<file path="src/inc/vec_cmp_pkg.sv">
// constants and types for the vector lane compare unit
// Function
// - split word into primary op, dest, two sources, reserved, secondary op
// - vector group with secondary 0x45 selects half-word greater-than
// - 0x46 byte less-or-equal, 0x47 half-word less-or-equal
// - 0x48 byte less-than, 0x49 half-word less-than
// - 0x4a byte not-equal, 0x4b half-word not-equal
// - byte compares use eight independent 8-bit lanes
// - half-word compares use four independent 16-bit lanes
// - lane result is all ones when true, all zeros otherwise
// - greater-than holds when first source exceeds second
// - less-or-equal holds when first source is not above second
// - less-than holds only when first source strictly below second
// - not-equal holds when the two lane elements differ
// - minor opcode 0xc in bits 7..4 marks custom slot one
// - minor opcode 0xd in bits 7..4 marks custom slot two
// - custom slots carry implementation behaviour, here none, result zero
package vec_cmp_pkg;
   localparam int unsigned data_w = 64;
   localparam int unsigned byte_w = 8;
   localparam int unsigned half_w = 16;
   localparam int unsigned byte_lanes = data_w / byte_w;
   localparam int unsigned half_lanes = data_w / half_w;
   localparam logic [5:0] primary_vector = 6'h0a;
   localparam logic [7:0] sec_half_gt = 8'h45;
   localparam logic [7:0] sec_byte_le = 8'h46;
   localparam logic [7:0] sec_half_le = 8'h47;
   localparam logic [7:0] sec_byte_lt = 8'h48;
   localparam logic [7:0] sec_half_lt = 8'h49;
   localparam logic [7:0] sec_byte_ne = 8'h4a;
   localparam logic [7:0] sec_half_ne = 8'h4b;
   localparam logic [3:0] minor_custom_one = 4'hc;
   localparam logic [3:0] minor_custom_two = 4'hd;
   localparam int unsigned minor_hi = 7;
   localparam int unsigned minor_lo = 4;
   localparam logic [63:0] zero_word = 64'h0000_0000_0000_0000;

   typedef struct packed {
      logic [5:0] primary;
      logic [4:0] dest;
      logic [4:0] src_a;
      logic [4:0] src_b;
      logic [2:0] reserved;
      logic [7:0] secondary;
   } insn_s;

   typedef enum {
      op_none,
      op_half_gt,
      op_byte_le,
      op_half_le,
      op_byte_lt,
      op_half_lt,
      op_byte_ne,
      op_half_ne,
      op_custom_one,
      op_custom_two
   } vec_op_e;

   typedef struct packed {
      logic valid;
      logic [4:0] dest;
      logic [63:0] data;
   } result_s;
endpackage
</file>
<file path="src/hdl/vector_lane_compare_unit.sv">
// vector lane compare datapath with opcode decode
`timescale 1ns/1ns
`default_nettype none
module vector_lane_compare_unit
(
   // clock and reset
   input wire logic clk,
   input wire logic resetn,
   // issue from decode stage
   input wire logic issue_valid,
   input wire vec_cmp_pkg::insn_s insn,
   input wire logic [63:0] first_source_gpr,
   input wire logic [63:0] second_source_gpr,
   // decode outputs
   output logic [4:0] src_a_sel,
   output logic [4:0] src_b_sel,
   output logic cmp_hit,
   output logic custom_hit,
   // writeback and exception
   output vec_cmp_pkg::result_s wb,
   output logic exception
);
   import vec_cmp_pkg::*;

   // ----------------------------------------
   // decode
   // ----------------------------------------
   vec_op_e op;
   wire logic is_vector;
   wire logic [3:0] minor;
   assign is_vector = insn.primary == primary_vector;
   assign minor = insn.secondary[minor_hi:minor_lo];
   assign src_a_sel = insn.src_a;
   assign src_b_sel = insn.src_b;

   always_comb
   begin
      op = op_none;
      if (is_vector)
      begin
         case (insn.secondary)
            sec_half_gt: op = op_half_gt;
            sec_byte_le: op = op_byte_le;
            sec_half_le: op = op_half_le;
            sec_byte_lt: op = op_byte_lt;
            sec_half_lt: op = op_half_lt;
            sec_byte_ne: op = op_byte_ne;
            sec_half_ne: op = op_half_ne;
            default:
            begin
               if (minor == minor_custom_one)
                  op = op_custom_one;
               else if (minor == minor_custom_two)
                  op = op_custom_two;
               else
                  op = op_none;
            end
         endcase
      end
   end

   function automatic logic is_custom_op(vec_op_e o);
      return o == op_custom_one || o == op_custom_two;
   endfunction

   assign cmp_hit = op != op_none && !is_custom_op(op);
   assign custom_hit = is_custom_op(op);

   // ----------------------------------------
   // lane compares, unsigned elements
   // ----------------------------------------
   wire logic [63:0] byte_le, byte_lt, byte_ne;
   wire logic [63:0] half_gt, half_le, half_lt, half_ne;

   genvar gi;
   generate
      for (gi = 0; gi < byte_lanes; gi++)
      begin : g_byte
         wire logic [7:0] a;
         wire logic [7:0] b;
         assign a = first_source_gpr[gi*byte_w +: byte_w];
         assign b = second_source_gpr[gi*byte_w +: byte_w];
         assign byte_le[gi*byte_w +: byte_w] = {byte_w{a <= b}};
         assign byte_lt[gi*byte_w +: byte_w] = {byte_w{a < b}};
         assign byte_ne[gi*byte_w +: byte_w] = {byte_w{a != b}};
      end
      for (gi = 0; gi < half_lanes; gi++)
      begin : g_half
         wire logic [15:0] a;
         wire logic [15:0] b;
         assign a = first_source_gpr[gi*half_w +: half_w];
         assign b = second_source_gpr[gi*half_w +: half_w];
         assign half_gt[gi*half_w +: half_w] = {half_w{a > b}};
         assign half_le[gi*half_w +: half_w] = {half_w{a <= b}};
         assign half_lt[gi*half_w +: half_w] = {half_w{a < b}};
         assign half_ne[gi*half_w +: half_w] = {half_w{a != b}};
      end
   endgenerate

   // ----------------------------------------
   // result select
   // ----------------------------------------
   logic [63:0] result;
   always_comb
   begin
      case (op)
         op_half_gt: result = half_gt;
         op_byte_le: result = byte_le;
         op_half_le: result = half_le;
         op_byte_lt: result = byte_lt;
         op_half_lt: result = half_lt;
         op_byte_ne: result = byte_ne;
         op_half_ne: result = half_ne;
         default: result = zero_word;
      endcase
   end

   // ----------------------------------------
   // writeback register
   // ----------------------------------------
   result_s wb_reg;
   result_s wb_next;
   assign wb_next.valid = issue_valid && (cmp_hit || custom_hit);
   assign wb_next.dest = insn.dest;
   assign wb_next.data = result;
   assign exception = 1'b0;

   always_ff @(posedge clk or negedge resetn)
   begin
      if (!resetn)
         wb_reg <= '0;
      else
         wb_reg <= wb_next;
   end
   assign wb = wb_reg;

   // ----------------------------------------
   // assertions
   // ----------------------------------------
   property p_decode_fields;
      @(posedge clk) disable iff (!resetn)
      issue_valid |-> ##1 (wb.dest == $past(insn.dest));
   endproperty
   a_decode_fields: assert property (p_decode_fields)
      else $error("dest field not carried");

   property p_half_gt;
      @(posedge clk) disable iff (!resetn)
      (issue_valid && is_vector && insn.secondary == sec_half_gt)
      |=> wb.valid && wb.data[15:0] ==
      {16{$past(first_source_gpr[15:0]) > $past(second_source_gpr[15:0])}};
   endproperty
   a_half_gt: assert property (p_half_gt)
      else $error("half greater result wrong");

   property p_byte_le;
      @(posedge clk) disable iff (!resetn)
      (issue_valid && op == op_byte_le) |=> wb.data[63:56] ==
      {8{$past(first_source_gpr[63:56]) <= $past(second_source_gpr[63:56])}};
   endproperty
   a_byte_le: assert property (p_byte_le)
      else $error("byte less equal top lane wrong");

   property p_byte_lt;
      @(posedge clk) disable iff (!resetn)
      (issue_valid && op == op_byte_lt
      && first_source_gpr[7:0] == second_source_gpr[7:0])
      |=> wb.data[7:0] == 8'h00;
   endproperty
   a_byte_lt: assert property (p_byte_lt)
      else $error("less than true on equal");

   property p_half_ne;
      @(posedge clk) disable iff (!resetn)
      (issue_valid && op == op_half_ne) |=> wb.data[63:48] ==
      {16{$past(first_source_gpr[63:48]) != $past(second_source_gpr[63:48])}};
   endproperty
   a_half_ne: assert property (p_half_ne)
      else $error("half not equal top lane wrong");

   property p_custom_zero;
      @(posedge clk) disable iff (!resetn)
      (issue_valid && custom_hit) |=> wb.valid && wb.data == zero_word;
   endproperty
   a_custom_zero: assert property (p_custom_zero)
      else $error("custom slot result not zero");

   property p_no_exception;
      @(posedge clk) disable iff (!resetn)
      issue_valid |-> ##[0:2] !exception;
   endproperty
   a_no_exception: assert property (p_no_exception)
      else $error("exception raised");

   property p_lane_fill;
      @(posedge clk) disable iff (!resetn)
      (issue_valid && op == op_half_lt) |=>
      (wb.data[31:16] == 16'h0000 || wb.data[31:16] == 16'hffff);
   endproperty
   a_lane_fill: assert property (p_lane_fill)
      else $error("lane not uniform");

   property p_idle;
      @(posedge clk) disable iff (!resetn)
      !issue_valid |=> !wb.valid;
   endproperty
   a_idle: assert property (p_idle)
      else $error("writeback without issue");

   property p_byte_lt_lane;
      @(posedge clk) disable iff (!resetn)
      (issue_valid && op == op_byte_lt) |=> wb.valid && wb.data[15:8] ==
      {8{$past(first_source_gpr[15:8]) < $past(second_source_gpr[15:8])}};
   endproperty
   a_byte_lt_lane: assert property (p_byte_lt_lane)
      else $error("byte less than lane wrong");

   property p_half_lt_lane;
      @(posedge clk) disable iff (!resetn)
      (issue_valid && op == op_half_lt) |=> wb.valid && wb.data[47:32] ==
      {16{$past(first_source_gpr[47:32]) < $past(second_source_gpr[47:32])}};
   endproperty
   a_half_lt_lane: assert property (p_half_lt_lane)
      else $error("half less than lane wrong");

   property p_half_lt_equal;
      @(posedge clk) disable iff (!resetn)
      (issue_valid && op == op_half_lt
      && first_source_gpr[15:0] == second_source_gpr[15:0])
      |=> wb.data[15:0] == 16'h0000;
   endproperty
   a_half_lt_equal: assert property (p_half_lt_equal)
      else $error("half less than true on equal");

   property p_byte_ne_top;
      @(posedge clk) disable iff (!resetn)
      (issue_valid && op == op_byte_ne) |=> wb.data[63:56] ==
      {8{$past(first_source_gpr[63:56]) != $past(second_source_gpr[63:56])}};
   endproperty
   a_byte_ne_top: assert property (p_byte_ne_top)
      else $error("byte not equal top lane wrong");

   property p_byte_ne_low;
      @(posedge clk) disable iff (!resetn)
      (issue_valid && op == op_byte_ne) |=> wb.valid && wb.data[7:0] ==
      {8{$past(first_source_gpr[7:0]) != $past(second_source_gpr[7:0])}};
   endproperty
   a_byte_ne_low: assert property (p_byte_ne_low)
      else $error("byte not equal low lane wrong");

   property p_half_gt_top;
      @(posedge clk) disable iff (!resetn)
      (issue_valid && op == op_half_gt) |=> wb.data[63:48] ==
      {16{$past(first_source_gpr[63:48]) > $past(second_source_gpr[63:48])}};
   endproperty
   a_half_gt_top: assert property (p_half_gt_top)
      else $error("half greater top lane wrong");

   property p_gt_strict;
      @(posedge clk) disable iff (!resetn)
      (issue_valid && op == op_half_gt
      && first_source_gpr[31:16] == second_source_gpr[31:16])
      |=> wb.data[31:16] == 16'h0000;
   endproperty
   a_gt_strict: assert property (p_gt_strict)
      else $error("greater than true on equal");

   property p_half_le_lane;
      @(posedge clk) disable iff (!resetn)
      (issue_valid && op == op_half_le) |=> wb.valid && wb.data[31:16] ==
      {16{$past(first_source_gpr[31:16]) <= $past(second_source_gpr[31:16])}};
   endproperty
   a_half_le_lane: assert property (p_half_le_lane)
      else $error("half less equal lane wrong");

   property p_custom_two;
      @(posedge clk) disable iff (!resetn)
      (issue_valid && is_vector && !cmp_hit && minor == minor_custom_two)
      |=> wb.valid && wb.data == zero_word;
   endproperty
   a_custom_two: assert property (p_custom_two)
      else $error("custom slot two not taken");

   property p_custom_one_decode;
      @(posedge clk) disable iff (!resetn)
      (is_vector && minor == minor_custom_one) |-> custom_hit && !cmp_hit;
   endproperty
   a_custom_one_decode: assert property (p_custom_one_decode)
      else $error("custom slot one not decoded");

   property p_not_vector;
      @(posedge clk) disable iff (!resetn)
      (issue_valid && !is_vector) |=> !wb.valid;
   endproperty
   a_not_vector: assert property (p_not_vector)
      else $error("writeback for foreign primary opcode");

   property p_full_width;
      @(posedge clk) disable iff (!resetn)
      (issue_valid && op == op_byte_le
      && first_source_gpr == second_source_gpr)
      |=> wb.data == ~zero_word;
   endproperty
   a_full_width: assert property (p_full_width)
      else $error("result not full width");

   c_half_gt: cover property (@(posedge clk) disable iff (!resetn)
      issue_valid && op == op_half_gt);
   c_byte_ne: cover property (@(posedge clk) disable iff (!resetn)
      issue_valid && op == op_byte_ne);
   c_custom: cover property (@(posedge clk) disable iff (!resetn)
      issue_valid && op == op_custom_two);
   c_byte_le: cover property (@(posedge clk) disable iff (!resetn)
      issue_valid && op == op_byte_le);
   c_custom_one: cover property (@(posedge clk) disable iff (!resetn)
      issue_valid && op == op_custom_one);
endmodule
`default_nettype wire

</file>
<file path="config.mk">
export PLATFORM = sky130hd
export DESIGN_NAME = vector_lane_compare_unit
export DESIGN_NICKNAME = d
export VERILOG_FILES = /design/src/inc/vec_cmp_pkg.sv /design/src/hdl/vector_lane_compare_unit.sv
export SDC_FILE = /design/constraint.sdc
export NUM_CORES = 1
export LEC_CHECK = 0
export ABC_CLOCK_PERIOD_IN_PS = 2700
export BUFFER_PORTS_ARGS = -buffer_cell sky130_fd_sc_hd__buf_2
export CORE_MARGIN = 4
export CORE_UTILIZATION = 43
export CTS_BUF_LIST = sky130_fd_sc_hd__clkbuf_4 sky130_fd_sc_hd__clkbuf_8
export CTS_CLUSTER_DIAMETER = 100
export DETAILED_ROUTE_END_ITERATION = 7
export PLACE_DENSITY_LB_ADDON = 0.12
export SLEW_MARGIN = 15
export SYNTH_ARGS = -nofsm -noshare
export SYNTH_HDL_FRONTEND = slang
export SYNTH_SLANG_ARGS = --single-unit
</file>
<file path="constraint.sdc">
create_clock -name clk -period 2.7 [get_ports clk]
set_clock_uncertainty 0.2 [all_clocks]
set_input_delay 0.675 -clock clk [delete_from_list [all_inputs] [get_ports clk]]
set_output_delay 0.675 -clock clk [all_outputs]
set_load 0.02 [all_outputs]
</file>
==> flow_summary.yaml <==
setup_path:
  cp_slowest_cell: "or4b_4"
  startpoint_type: "primary input"
  worstPathRequired_ns: 1.82
  cp.arrival_ns: 1.92
  path_buf_inv: 2
  path_max_fanout: 2
  crit_path_end_kind: "output port"
  crit_top_cell: "buf_6"
  crit_family: "simple AND/OR/NAND/NOR gates"
  critPathKind: "in2out"
  cp_cell_sequence: "buf_6 > or4b_4 > or3_4 > nor2_4 > buf_6"
  slowest_delay_ns: 0.53
route:
  via_count: 3621
  drt-initial-drc-count: 96
  first_pass_iters: 4
  top_layer_used: "met5"
  wl_met1_um: 3520
  dr_wl_met3_um: 806
  drc: 0
  detail_route.vias_per_cell: 5.06
  dr_wl_met2_um: 4910
  ant_nets: 0
  drt_wl_total_um: 9310
  wl_per_cell_um: 13.0
clocking:
  cts_root_buf: "clkbuf_8"
  clk_pin_slew_ns: 0.06
  cts.sinks: 14
  cts.path.max_buffers: 2
  htree_levels: 1
  numCtsBuffers: 3
  holdBufCountCts: 0
  cts_tree: "built"
logic_synthesis:
  synth_cells: 432
  synth_area_leaders: "ha_1 (26%), buf_4 (15%), dfrtp_1 (11%)"
  yosys_warnings: 0
  synth_top_area_share_pct: 25.6
  ys.flop_type: "dfrtp_1"
  yosysSeqAreaShare_pct: 10.5
  synth_most_common_cell: "inv_1"
  synth_edf_count: 0
  avgSynthCellArea_um2: 7.70
  syn-cell-area_um2: 3330
  ys_seq_elements: 14
  syn-num-nets: 663
  yosys-top-cells-count: "inv_1 (70), ha_1 (68), buf_4 (67), a21oi_1 (37), nand3_1 (17)"
  yosys.area.top_type: "ha_1"
  async_flop_share_pct: 100
  ys_types: 53
finish:
  drive_above_1_share_pct: 45.0
  utilization_pct: 59.0
  fin_cells: 715
  seq_area_um2: 350
  diodes: 0
  multi_input_area_um2: 2210
  largest_register_ffs: 14
  layout.nets: 848
  nFillCells: 716
  area_growth_pct: 30.7
global_routing:
  grt_pass1_wl_um: 14100
  overflow: 0
  antenna_found_initial: 1
  grt_max_degree: 15
  grt_pass1_vias: 3326
  track_usage_pct: 18.9
power:
  p_per_area_nw_per_um2: 199
  p_leak_nw: 2.66
  ir_worst_vdd_mv: 0.218
  total_power_w: 0.000866
floorplanning:
  start_util_pct: 45.2
  core_area_um2: 7370
  die_x_um: 96.0
  die_h_um: 96.0
  ios: 246
  dieArea_um2: 9210
  rows: 31
sta:
  rsz0062_at_grt: "true"
  worst_pin_slew_ns: 0.556
  post-route-min-period_ns: 2.80
  setup_violations: 1
  final-hold-violation-count: 0
  layout_setup_ws_ns: -0.0973
  period_share_pct: 104
  slew_violations: 0
  max_freq_mhz: 357
  maxSlewHeadroom_pct: 62.5
placement:
  port_buffers: 221
  dp_cells: 707
  post-dp-hpwl_um: 8520
  place_congestion: 0.815
flow_run:
  max_cap_viol_count: 0
worst_hold_path:
  hold_path_class: "in2async"
status:
  violations: "negative setup slack"
  status: "complete, but fails checks"
through the flow:
step,cell area (µm²),TNS [ns],hold slack [ns],setup WS [ns]
after floorplan,3340,-0.0289,0.179,-0.0289
after global placement,4230,-0.434,0.385,-0.124
after detailed placement,4230,-0.721,0.387,-0.150
after CTS,4320,-0.114,0.127,-0.107
after global routing,4350,-0.136,0.146,-0.129
final,4350,-0.0973,0.118,-0.0973
final cells by class:
cell class	count	area share [%]
repair buffers	249	31.0
inverters	70	6.04
multi-input cells	279	50.8
well taps	99	2.85
flip-flops and latches	14	8.05
clock buffers	4	1.27
worst paths after layout:
path                          start  slack, ns  depth (start not counted)       to
setup / recovery           insn[28]       -0.1                          5  cmp_hit
hold / removal               resetn       0.12                          1   wb[64]
max in group asynchronous    resetn       1.94                          1   wb[68]
min in group clk           insn[21]       0.34                          1   wb[64]
per-layer routing:
metal  global-route usage (%)  vias up
met5                        0        -
met4                     3.20        2
met3                     3.13        8
met2                     36.5      153
met1                     21.8     1614
li1                         -     1844
cell families after synthesis:
family                   synth area share, %
XOR/XNOR                               0.263
AND/OR/NAND/NOR                         21.0
multiplexers                           0.639
adder cells (fa/ha/maj)                 25.6
AO/OA/AOI/OAI                           18.5
buffers and inverters                   23.4
other                                  0.113
flip-flops                              10.5
placed cells by master (no fill, tap or decap), types with 2 or more instances in the layout:
cell type  instances
buf_2            217
inv_1             70
ha_1              68
a21oi_1           37
buf_4             26
nand3_1           17
nand2_1           16
o21ai_0           16
nand4_1           15
dfrtp_1           14
o211ai_1          11
nor2_1            10
or2_2              7
a31oi_1            6
a211oi_1           6
and3_1             6
a22oi_1            6
buf_6              6
and4_1             4
nor2b_1            4
clkbuf_8           4
and2_1             3
nand2b_1           3
a211o_1            3
a32oi_1            3
nor4_1             3
nor2_4             2
nor3_4             2
o31ai_1            2
and4b_1            2
o22ai_1            2
and3_2             2
where the power goes:
part | internal (W) | switching (W)
clock | 0.000129 | 0.0000670
sequential | 0.000214 | 0.00000167
combinational | 0.000224 | 0.000230
total | 0.000567 | 0.000299
what timing repair did:
item                       4_1_cts  5_1_grt
buffers inserted                 1        3
pin swaps                        3        3
gates resized for setup          7        2
setup endpoints to repair        2        2
(Power assumes the default switching activity.)
